--- config.mk ---
export PLATFORM = sky130hd
export DESIGN_NAME = wdg_top
export DESIGN_NICKNAME = d
export VERILOG_FILES = /design/src/logic/wdg_ds_counter.v /design/src/logic/wdg_top.v
export VERILOG_INCLUDE_DIRS = /design/src /design/src/logic
export SDC_FILE = /design/constraint.sdc
export NUM_CORES = 1
export LEC_CHECK = 0
export BUFFER_PORTS_ARGS = -buffer_cell sky130_fd_sc_hd__buf_2
export CAP_MARGIN = 20
export CORE_MARGIN = 2
export CORE_UTILIZATION = 60
export DETAILED_ROUTE_END_ITERATION = 7
export PLACE_DENSITY = 0.82
export SETUP_SLACK_MARGIN = 0.05
export SYNTH_ARGS = -nofsm -noshare
export SYNTH_HDL_FRONTEND = slang
export SYNTH_SLANG_ARGS = --single-unit
--- constraint.sdc ---
create_clock -name clk_sys_i -period 13 [get_ports clk_sys_i]
set_clock_uncertainty 0.15 [all_clocks]
set_input_delay 0.65 -clock clk_sys_i [delete_from_list [all_inputs] [get_ports clk_sys_i]]
set_output_delay 0.65 -clock clk_sys_i [all_outputs]
set_load 0.005 [all_outputs]
--- src/logic/wdg_map.vh ---
// Purpose: Register map, field positions and counter constants for the watchdog block
// Assumes: 32-bit AXI4-Lite register bus, byte addresses
// Notes:   Definitions only
`ifndef WDG_MAP_VH
`define WDG_MAP_VH

// ----------------------------------------------------------------------
// Register byte offsets
// ----------------------------------------------------------------------
`define WDG_OFS_RSTCTL    8'h00
`define WDG_OFS_WDCFG     8'h04
`define WDG_OFS_DSCFG     8'h08
`define WDG_OFS_IRQSTAT   8'h0C
`define WDG_OFS_IRQMASK   8'h10
`define WDG_OFS_STATUS    8'h14

// ----------------------------------------------------------------------
// Field positions
// ----------------------------------------------------------------------
`define WDG_RC_SWEN       5
`define WDG_RC_FLAG       4
`define WDG_CF_HWEN1      7
`define WDG_CF_WINOFF     6
`define WDG_CF_HWEN0      5
`define WDG_CF_PRESEL     4
`define WDG_DS_EN         7
`define WDG_DS_CLKSEL     4
`define WDG_EV_TIMEOUT    0
`define WDG_EV_EARLY      1
`define WDG_EV_DSTIMEOUT  2
`define WDG_EV_WAKE       3

// ----------------------------------------------------------------------
// Reset values and encodings
// ----------------------------------------------------------------------
`define WDG_RST_WDCFG     8'hFF
`define WDG_RST_DSCFG     8'h9F
`define WDG_HW_ALWAYS     2'h3
`define WDG_HW_SOFT       2'h2
`define WDG_HW_ACTIVE     2'h1
`define WDG_RESP_OKAY     2'h0
`define WDG_RESP_SLVERR   2'h2

// ----------------------------------------------------------------------
// Counter constants
// ----------------------------------------------------------------------
`define WDG_PRE_LONG      23'h000080
`define WDG_PRE_SHORT     23'h000020
`define WDG_DS_BASE_LOG2  6'h06
`define WDG_DS_STEP_LOG2  6'h02

`endif

--- src/logic/wdg_ds_counter.v ---
// Purpose: Deep sleep watchdog counter with power-of-two postscaler
// Assumes: Tick input is a one-cycle enable from the chosen low-power source
// Notes:   Period is 2^(base + step * postscale) ticks
`default_nettype none
`include "wdg_map.vh"

module wdg_ds_counter #(
    parameter CNT_W = 37
) (
    // Clock and reset
    input  wire        clk_sys_i,
    input  wire        rst_i,
    input  wire        ce_i,
    // Control
    input  wire        run_i,
    input  wire        tick_i,
    input  wire [3:0]  postscale_i,
    // Event
    output reg         timeout_o
);

    reg  [CNT_W-1:0] count;
    wire [5:0]       log2_period;
    wire [CNT_W-1:0] last_count;

    // Period steps by a factor of four per postscale code
    assign log2_period = `WDG_DS_BASE_LOG2 + {postscale_i, 1'b0};
    assign last_count  = ({{(CNT_W-1){1'b0}}, 1'b1} << log2_period) - 1'b1;

    // Counting only while enabled and asleep; cleared otherwise
    always @(posedge clk_sys_i) begin
        if (rst_i) begin
            count     <= {CNT_W{1'b0}};
            timeout_o <= 1'b0;
        end else if (ce_i) begin
            timeout_o <= 1'b0;
            if (!run_i) begin
                count <= {CNT_W{1'b0}};
            end else if (tick_i) begin
                if (count >= last_count) begin
                    count     <= {CNT_W{1'b0}};
                    timeout_o <= 1'b1;
                end else begin
                    count <= count + 1'b1;
                end
            end
        end
    end

endmodule // wdg_ds_counter
`default_nettype wire

--- src/logic/wdg_top.v ---
// Purpose: Windowed main watchdog and deep sleep watchdog with AXI4-Lite registers
// Assumes: All inputs synchronous to clk_sys_i; oscillator ticks are one-cycle enables
// Notes:   Reset request and wake outputs are one-cycle pulses
//
// Overview of operation
// Windowed mode: clear restarts counter only in last quarter of period; the code also zeroes the count on an early clear
// Windowed mode: clear before window opens raises watchdog reset
// Window-disable bit zero selects windowed mode, one selects standard
// Hardware enable field 11 keeps watchdog always on
// Hardware enable field 10 hands running state to software enable bit
// Software enable bit five set starts, cleared stops watchdog
// Any device reset clears software enable bit
// Field 01 runs watchdog in Run and Idle, stops it in Sleep
// With field 01, writes to software enable bit have no effect
// Deep sleep watchdog keeps counting in Deep Sleep when enabled
// Deep sleep clock is secondary or low-power RC, chosen by bit 4
// Four-bit postscale picks deep sleep time-out, 2.1 ms to 25.7 days
// Enabling deep sleep watchdog forces its clock source on
// Deep sleep time-out wakes device from Deep Sleep
// Field 11 time-out in Sleep or Idle wakes device instead
// Time-out flag bit 4 set by hardware, cleared only by software; the code also clears it on rst_i
// Clear or power-save instruction zeroes prescaler and postscaler counts
// Running time-out or early clear requests reset and sets flag
//
// The AXI4-Lite interface to the registers and the address map were decided locally.
`default_nettype none
`include "wdg_map.vh"

module wdg_top #(
    parameter ADDR_W = 8,
    parameter CNT_W  = 23
) (
    // Clock, reset, enable
    input  wire              clk_sys_i,
    input  wire              rst_i,
    input  wire              ce_i,
    // AXI4-Lite write address
    input  wire [ADDR_W-1:0] s_axi_awaddr,
    input  wire              s_axi_awvalid,
    output wire              s_axi_awready,
    // AXI4-Lite write data
    input  wire [31:0]       s_axi_wdata,
    input  wire [3:0]        s_axi_wstrb,
    input  wire              s_axi_wvalid,
    output wire              s_axi_wready,
    // AXI4-Lite write response
    output reg  [1:0]        s_axi_bresp,
    output reg               s_axi_bvalid,
    input  wire              s_axi_bready,
    // AXI4-Lite read address
    input  wire [ADDR_W-1:0] s_axi_araddr,
    input  wire              s_axi_arvalid,
    output wire              s_axi_arready,
    // AXI4-Lite read data
    output reg  [31:0]       s_axi_rdata,
    output reg  [1:0]        s_axi_rresp,
    output reg               s_axi_rvalid,
    input  wire              s_axi_rready,
    // Processor events and power state
    input  wire              wd_clear_i,
    input  wire              pwr_save_i,
    input  wire              sleep_i,
    input  wire              idle_i,
    input  wire              deep_sleep_i,
    // Oscillator ticks
    input  wire              rc_tick_i,
    input  wire              sec_tick_i,
    // Results
    output reg               wdt_reset_req_o,
    output reg               wake_o,
    output wire              ds_wake_o,
    output wire              sec_force_on_o,
    output wire              rc_force_on_o,
    output wire              wdt_running_o,
    output wire              irq_o
);

    // ------------------------------------------------------------------
    // Register state
    // ------------------------------------------------------------------
    reg              sw_en;
    reg              wdt_flag;
    reg  [7:0]       wd_cfg;
    reg  [7:0]       ds_cfg;
    reg  [3:0]       irq_stat;
    reg  [3:0]       irq_mask;
    reg              aw_hold;
    reg              w_hold;
    reg  [ADDR_W-1:0] aw_addr;
    reg  [31:0]      w_data;
    reg  [3:0]       w_strb;
    reg  [CNT_W-1:0] count;

    // ------------------------------------------------------------------
    // Main watchdog enable policy
    // ------------------------------------------------------------------
    wire [1:0] hw_en;
    wire       window_dis;
    wire       wdt_en;
    wire       wdt_run;

    assign hw_en      = {wd_cfg[`WDG_CF_HWEN1], wd_cfg[`WDG_CF_HWEN0]};
    assign window_dis = wd_cfg[`WDG_CF_WINOFF];

    // Sleep only stops the counter for the run-and-idle policy
    assign wdt_en = (hw_en == `WDG_HW_ALWAYS) |
                    ((hw_en == `WDG_HW_SOFT) & sw_en) |
                    ((hw_en == `WDG_HW_ACTIVE) & ~sleep_i);
    // Deep Sleep powers the main watchdog down in every policy
    assign wdt_run       = wdt_en & ~deep_sleep_i;
    assign wdt_running_o = wdt_run;

    // ------------------------------------------------------------------
    // Period and window arithmetic
    // ------------------------------------------------------------------
    wire [CNT_W-1:0] pre_ratio;
    wire [CNT_W-1:0] period;
    wire [CNT_W-1:0] window_start;
    wire             window_open;
    wire             at_terminal;

    // Prescale and postscale folded into one counter
    assign pre_ratio    = wd_cfg[`WDG_CF_PRESEL] ? `WDG_PRE_LONG : `WDG_PRE_SHORT;
    assign period       = pre_ratio << wd_cfg[3:0];
    assign window_start = period - (period >> 2);
    assign window_open  = (count >= window_start);
    assign at_terminal  = (count == period - 1'b1);

    // ------------------------------------------------------------------
    // Main watchdog events
    // ------------------------------------------------------------------
    wire clear_req;
    wire early_clear;
    wire timeout_evt;
    wire asleep;

    assign asleep      = sleep_i | idle_i;
    assign clear_req   = ce_i & wd_clear_i & wdt_run;
    // Early clears only matter when the window is armed
    assign early_clear = clear_req & ~window_dis & ~window_open;
    assign timeout_evt = ce_i & wdt_run & rc_tick_i & at_terminal;

    // Counter: clear and power-save restart it, no tick is lost otherwise
    always @(posedge clk_sys_i) begin
        if (rst_i) begin
            count <= {CNT_W{1'b0}};
        end else if (ce_i) begin
            if (!wdt_run) begin
                count <= {CNT_W{1'b0}};
            end else if (wd_clear_i | pwr_save_i) begin
                count <= {CNT_W{1'b0}};
            end else if (rc_tick_i) begin
                if (at_terminal) begin
                    count <= {CNT_W{1'b0}};
                end else begin
                    count <= count + 1'b1;
                end
            end
        end
    end

    // Reset request versus wake: a sleeping core is woken, not reset
    always @(posedge clk_sys_i) begin
        if (rst_i) begin
            wdt_reset_req_o <= 1'b0;
            wake_o          <= 1'b0;
        end else if (ce_i) begin
            wdt_reset_req_o <= early_clear | (timeout_evt & ~asleep);
            wake_o          <= timeout_evt & asleep;
        end
    end

    // ------------------------------------------------------------------
    // Deep sleep watchdog
    // ------------------------------------------------------------------
    wire ds_en;
    wire ds_use_rc;
    wire ds_tick;

    assign ds_en     = ds_cfg[`WDG_DS_EN];
    assign ds_use_rc = ds_cfg[`WDG_DS_CLKSEL];
    assign ds_tick   = ds_use_rc ? rc_tick_i : sec_tick_i;
    // Source forced on so the counter never starves
    assign rc_force_on_o  = ds_en & ds_use_rc;
    assign sec_force_on_o = ds_en & ~ds_use_rc;

    wdg_ds_counter #(
        .CNT_W (37)
    ) u_ds_counter (
        .clk_sys_i   (clk_sys_i),
        .rst_i       (rst_i),
        .ce_i        (ce_i),
        .run_i       (ds_en & deep_sleep_i),
        .tick_i      (ds_tick),
        .postscale_i (ds_cfg[3:0]),
        .timeout_o   (ds_wake_o)
    );

    // ------------------------------------------------------------------
    // Interrupt status
    // ------------------------------------------------------------------
    wire [3:0] ev_set;

    assign ev_set[`WDG_EV_TIMEOUT]   = timeout_evt;
    assign ev_set[`WDG_EV_EARLY]     = early_clear;
    assign ev_set[`WDG_EV_DSTIMEOUT] = ds_wake_o & ce_i;
    assign ev_set[`WDG_EV_WAKE]      = timeout_evt & asleep;
    assign irq_o = |(irq_stat & irq_mask);

    // ------------------------------------------------------------------
    // AXI4-Lite write path
    // ------------------------------------------------------------------
    wire do_write;
    wire wr_rstctl;
    wire wr_wdcfg;
    wire wr_dscfg;
    wire wr_stat;
    wire wr_mask;
    wire wr_hit;

    // Address and data taken in either order, one write in flight
    assign s_axi_awready = ~aw_hold & ~s_axi_bvalid;
    assign s_axi_wready  = ~w_hold & ~s_axi_bvalid;
    assign do_write      = ce_i & aw_hold & w_hold;
    assign wr_rstctl = do_write & w_strb[0] & (aw_addr == `WDG_OFS_RSTCTL);
    assign wr_wdcfg  = do_write & w_strb[0] & (aw_addr == `WDG_OFS_WDCFG);
    assign wr_dscfg  = do_write & w_strb[0] & (aw_addr == `WDG_OFS_DSCFG);
    assign wr_stat   = do_write & w_strb[0] & (aw_addr == `WDG_OFS_IRQSTAT);
    assign wr_mask   = do_write & w_strb[0] & (aw_addr == `WDG_OFS_IRQMASK);
    assign wr_hit    = (aw_addr == `WDG_OFS_RSTCTL) | (aw_addr == `WDG_OFS_WDCFG) |
                       (aw_addr == `WDG_OFS_DSCFG) | (aw_addr == `WDG_OFS_IRQSTAT) |
                       (aw_addr == `WDG_OFS_IRQMASK) | (aw_addr == `WDG_OFS_STATUS);

    // Handshake and response
    always @(posedge clk_sys_i) begin
        if (rst_i) begin
            aw_hold      <= 1'b0;
            w_hold       <= 1'b0;
            aw_addr      <= {ADDR_W{1'b0}};
            w_data       <= 32'h00000000;
            w_strb       <= 4'h0;
            s_axi_bvalid <= 1'b0;
            s_axi_bresp  <= `WDG_RESP_OKAY;
        end else if (ce_i) begin
            if (s_axi_awvalid & s_axi_awready) begin
                aw_hold <= 1'b1;
                aw_addr <= s_axi_awaddr;
            end
            if (s_axi_wvalid & s_axi_wready) begin
                w_hold <= 1'b1;
                w_data <= s_axi_wdata;
                w_strb <= s_axi_wstrb;
            end
            if (do_write) begin
                aw_hold      <= 1'b0;
                w_hold       <= 1'b0;
                s_axi_bvalid <= 1'b1;
                s_axi_bresp  <= wr_hit ? `WDG_RESP_OKAY : `WDG_RESP_SLVERR;
            end else if (s_axi_bvalid & s_axi_bready) begin
                s_axi_bvalid <= 1'b0;
            end
        end
    end

    // Control registers; device reset drops the software enable
    always @(posedge clk_sys_i) begin
        if (rst_i) begin
            sw_en    <= 1'b0;
            wd_cfg   <= `WDG_RST_WDCFG;
            ds_cfg   <= `WDG_RST_DSCFG;
            irq_mask <= 4'h0;
        end else if (ce_i) begin
            // Only the software policy listens to the enable bit
            if (wr_rstctl & (hw_en == `WDG_HW_SOFT)) begin
                sw_en <= w_data[`WDG_RC_SWEN];
            end
            if (wr_wdcfg) begin
                wd_cfg <= w_data[7:0];
            end
            if (wr_dscfg) begin
                ds_cfg <= w_data[7:0];
            end
            if (wr_mask) begin
                irq_mask <= w_data[3:0];
            end
        end
    end

    // Sticky flags: hardware set wins over a same-cycle software clear
    always @(posedge clk_sys_i) begin
        if (rst_i) begin
            wdt_flag <= 1'b0;
            irq_stat <= 4'h0;
        end else if (ce_i) begin
            if (early_clear | timeout_evt) begin
                wdt_flag <= 1'b1;
            end else if (wr_rstctl & ~w_data[`WDG_RC_FLAG]) begin
                wdt_flag <= 1'b0;
            end
            irq_stat <= (irq_stat & ~(wr_stat ? w_data[3:0] : 4'h0)) | ev_set;
        end
    end

    // ------------------------------------------------------------------
    // AXI4-Lite read path
    // ------------------------------------------------------------------
    reg [31:0] rd_mux;
    reg        rd_hit;

    assign s_axi_arready = ~s_axi_rvalid;

    // Read decode; undefined bits read as zero
    always @* begin
        rd_mux = 32'h00000000;
        rd_hit = 1'b1;
        case (s_axi_araddr)
            `WDG_OFS_RSTCTL: begin
                rd_mux[`WDG_RC_SWEN] = sw_en;
                rd_mux[`WDG_RC_FLAG] = wdt_flag;
            end
            `WDG_OFS_WDCFG: begin
                rd_mux[7:0] = wd_cfg;
            end
            `WDG_OFS_DSCFG: begin
                rd_mux[7:0] = ds_cfg;
            end
            `WDG_OFS_IRQSTAT: begin
                rd_mux[3:0] = irq_stat;
            end
            `WDG_OFS_IRQMASK: begin
                rd_mux[3:0] = irq_mask;
            end
            `WDG_OFS_STATUS: begin
                rd_mux[0]      = wdt_run;
                rd_mux[1]      = window_open;
                rd_mux[CNT_W+7:8] = count;
            end
            default: begin
                rd_hit = 1'b0;
            end
        endcase
    end

    // Read data registered; one read in flight
    always @(posedge clk_sys_i) begin
        if (rst_i) begin
            s_axi_rvalid <= 1'b0;
            s_axi_rdata  <= 32'h00000000;
            s_axi_rresp  <= `WDG_RESP_OKAY;
        end else if (ce_i) begin
            if (s_axi_arvalid & s_axi_arready) begin
                s_axi_rvalid <= 1'b1;
                s_axi_rdata  <= rd_mux;
                s_axi_rresp  <= rd_hit ? `WDG_RESP_OKAY : `WDG_RESP_SLVERR;
            end else if (s_axi_rvalid & s_axi_rready) begin
                s_axi_rvalid <= 1'b0;
            end
        end
    end

endmodule // wdg_top
`default_nettype wire

==> summary.md <==
| Metric | Value |
|---|---|
| Starting Density | `between 60 and 70%` |
| Total leakage power | `4.75 nW` |
| Critical Path Sink Type | `flip-flop` |
| Gr ovfl total | `0` |
| HPWL after detailed placement | `18.4 mm` |
| Post-synthesis simple-gate area fraction | `approximately 26%` |
| Maximum clock rate | `155 MHz` |
| Min-Delay Path Class | `primary input to flip-flop` |
| WP data required | `between 10,000 and 15,000 ps` |
| Fin nets | `roughly 1,500` |
| Die Ht | `132 microns` |
| Number of hold buffers added after CTS | `0` |
| Sinks on Clock Net | `143` |
| Fin crit share | `49.8%` |
| Per-cell routed wire length | `16.6 microns` |
| Tot GR Track Use | `29.5%` |
| Final Core Density | `about two thirds` |
| Syn Inst Count | `1,280` |
| Total power | `0.979 mW` |
| WL final | `25.8 mm` |
| Synth Area in Adders | `~10%` |
| Mapped Area | `9860 sq um` |
| Antenna Nets Post-Route | `0` |
| Share of cells above drive strength 1 | `11.4%` |
| Port Buffers | `84` |
| Via count | `between 9,000 and 10,000` |
| First-pass GRT wire length | `42.9 mm` |
| Fin Hold WS | `294 ps` |
| Asr flop ratio synth | `0%` |
| Core Region | `15,900 sq um` |
| Die X | `132 microns` |
| Vias in the first global route | `8,923` |
| Design Area, Final | `10,900 sq um` |
| Critical Path Start Type | `flip-flop` |
| Final Non-Filler Cells | `1,551` |
| Global placer's final weighted congestion | `0.885` |
| # IOs | `roughly 120` |
| Top FF cell, synth | `dfxtp_1` |
| Post-synthesis compound-gate area fraction | `24.1%` |
| # setup viols final | `0` |
| CP Max Fanout | `24` |
| Most frequent cells in the layout | `143 x dfxtp_1, 142 x nand2_1, 113 x nor2_1` |
| Xor/xnor cell area share of the yosys netlist | `3.61%` |
| Maximum VDD drop | `0.103 mV` |
| Critical Path AT | `6660 ps` |
| Commonest non-fill, non-tap cell in the layout | `dfxtp_1` |
| Synth unique cells | `72` |
| Pin count of the biggest net entering global routing | `slightly below 90` |
| Die ar. | `around 17,000 sq um` |
| Initial detailed-routing violation count | `900` |
| M1 WL | `between 10 and 15 mm` |
| CTS Buf Count | `17` |
| Met2 routed WL | `11.5 mm` |
| Setup ws final | `between 6000 and 7000 ps` |
| Clk slew on worst S/H paths | `70 ps` |
| Post-synthesis register bit count | `143` |
| Synth warn | `0` |
| # fillers | `1,316` |
| Max-Cap Viols | `0` |
| H-Tree Level Count | `4` |
| Average size of a mapped cell | `between 7 and 8 sq um` |
| Met3 wire length | `2.05 mm` |
| TritonCTS clock tree | `built` |
| Post-CTS setup repair buffer count | `0` |
| WS Path Type | `flip-flop to flip-flop` |
| DP Cell Count | `1,519` |
| Post_cts resized | `0` |
| Post-synth EDFFs | `0` |
| Post-layout min period | `6470 ps` |
| Antenna violations before repair | `0` |
| Setup TNS | `0 ps` |
| Top routing layer used | `met4` |
| Area grow syn2layout | `10.8%` |
| DR vias/cell | `6.31` |
| Slew margin rel. | `27.7%` |
| Row cnt | `46` |
| Largest family of logic cells by synthesized area | `simple AND/OR/NAND/NOR gates` |
| Post-synthesis mux area share | `approximately 2.5%` |
| Sequential fraction of the synthesis area | `29.0%` |
| Worst slew pin tran | `1080 ps` |
| CTS Buffer Depth | `2` |
| Drt pass-1 iters | `6` |
| Root Buffer | `clkbuf_16` |
| ANT cells | `0` |
| Status | `completed` |
| Worst skew pair latency | `430 ps` |
| Pwr dens | `89.7 nW/um^2` |
| Dpl ws | `6660 ps` |
| Unrepaired setup endpoints after global routing | `false` |
| Placed cell areas | `between 10,000 and 15,000 sq um` |
| Drt drc | `0` |
| Hold Fails Final Rpt | `0` |
| Final Slew Violations | `0` |
cells in the mapped netlist (all sizes together) (21+ instances only):
| cell | count | area, sq um |
|---|---|---|
| dfxtp | 143 | 2860 |
| nand2 | 142 | 533 |
| nor2 | 113 | 424 |
| a21oi | 91 | 467 |
| ha | 78 | 976 |
| o21ai | 74 | 370 |
| clkbuf | 57 | 214 |
| nand3 | 53 | 265 |
| a21o | 44 | 330 |
| inv | 42 | 158 |
| a22oi | 32 | 240 |
| nor3 | 31 | 155 |
| nand4 | 30 | 188 |
| and3 | 28 | 175 |
| o211ai | 23 | 173 |
| mux2i | 21 | 210 |
registers in the layout, indices dropped and copies added, names as in the netlist, 4 cells and up:
| name | flops |
|---|---|
| aw_addr | 8 |
| count | 23 |
| ds_cfg | 8 |
| irq_mask | 4 |
| irq_stat | 4 |
| s_axi_rdata | 31 |
| u_ds_counter.count | 37 |
| w_data | 8 |
| wd_cfg | 8 |
routing by layer:
layer / GRT usage, % / vias up
li1: - / 4763
met1: 40.0 / 4585
met2: 46.6 / 383
met3: 6.27 / 59
met4: 9.90 / 0
met5: 0 / -
cell families (layout without fill, tap and decap cells):
group / after synthesis / in the layout
other: 2 / 8
flip-flops: 143 / 143
multiplexers: 24 / 24
AO/OA/AOI/OAI: 361 / 361
adder cells (fa/ha/maj): 79 / 79
AND/OR/NAND/NOR: 511 / 511
XOR/XNOR: 39 / 39
buffers and inverters: 121 / 170
final cells by class:
| class | instances | area (sq um) | share of cell area, % |
|---|---|---|---|
| inverters | 44 | 165 | 1.51 |
| well taps | 216 | 270 | 2.47 |
| clock buffers | 18 | 429 | 3.93 |
| repair buffers | 94 | 515 | 4.72 |
| flip-flops and latches | 143 | 2860 | 26.2 |
| multi-input cells | 1022 | 6540 | 59.9 |
| clock inverters | 14 | 141 | 1.29 |
worst max-delay path: stages, from the launching register on:
cell	delay [ps]
dfxtp_1	430
buf_4	280
nor4_1	920
nand2b_1	230
ha_1	560
a211oi_1	310
nor2_1	80
o311ai_0	660
a211oi_1	200
o31a_1	380
a21o_1	190
a21oi_1	180
xor2_1	190
ha_1	260
a21oi_1	170
nand2b_1	90
a211o_1	220
a21oi_1	350
o2111ai_1	230
a21o_1	230
o41ai_2	50
path summary, 6_finish.rpt:
check,end,slack [ps],cells past startpoint,startpoint
max reg2reg,wdt_reset_req_o,6530,20,wd_cfg[2]
min reg2reg,aw_addr[0],310,2,aw_addr[0]
max,wdt_reset_req_o,6530,20,wd_cfg[2]
min,wdt_reset_req_o,290,2,sleep_i
power breakdown:
group	internal, mW	leakage [nW]	switching, mW
logic	0.0207	3.32	0.0382
clock network	0.255	0.278	0.217
registers	0.443	1.16	0.00503
(Power assumes the default switching activity.)
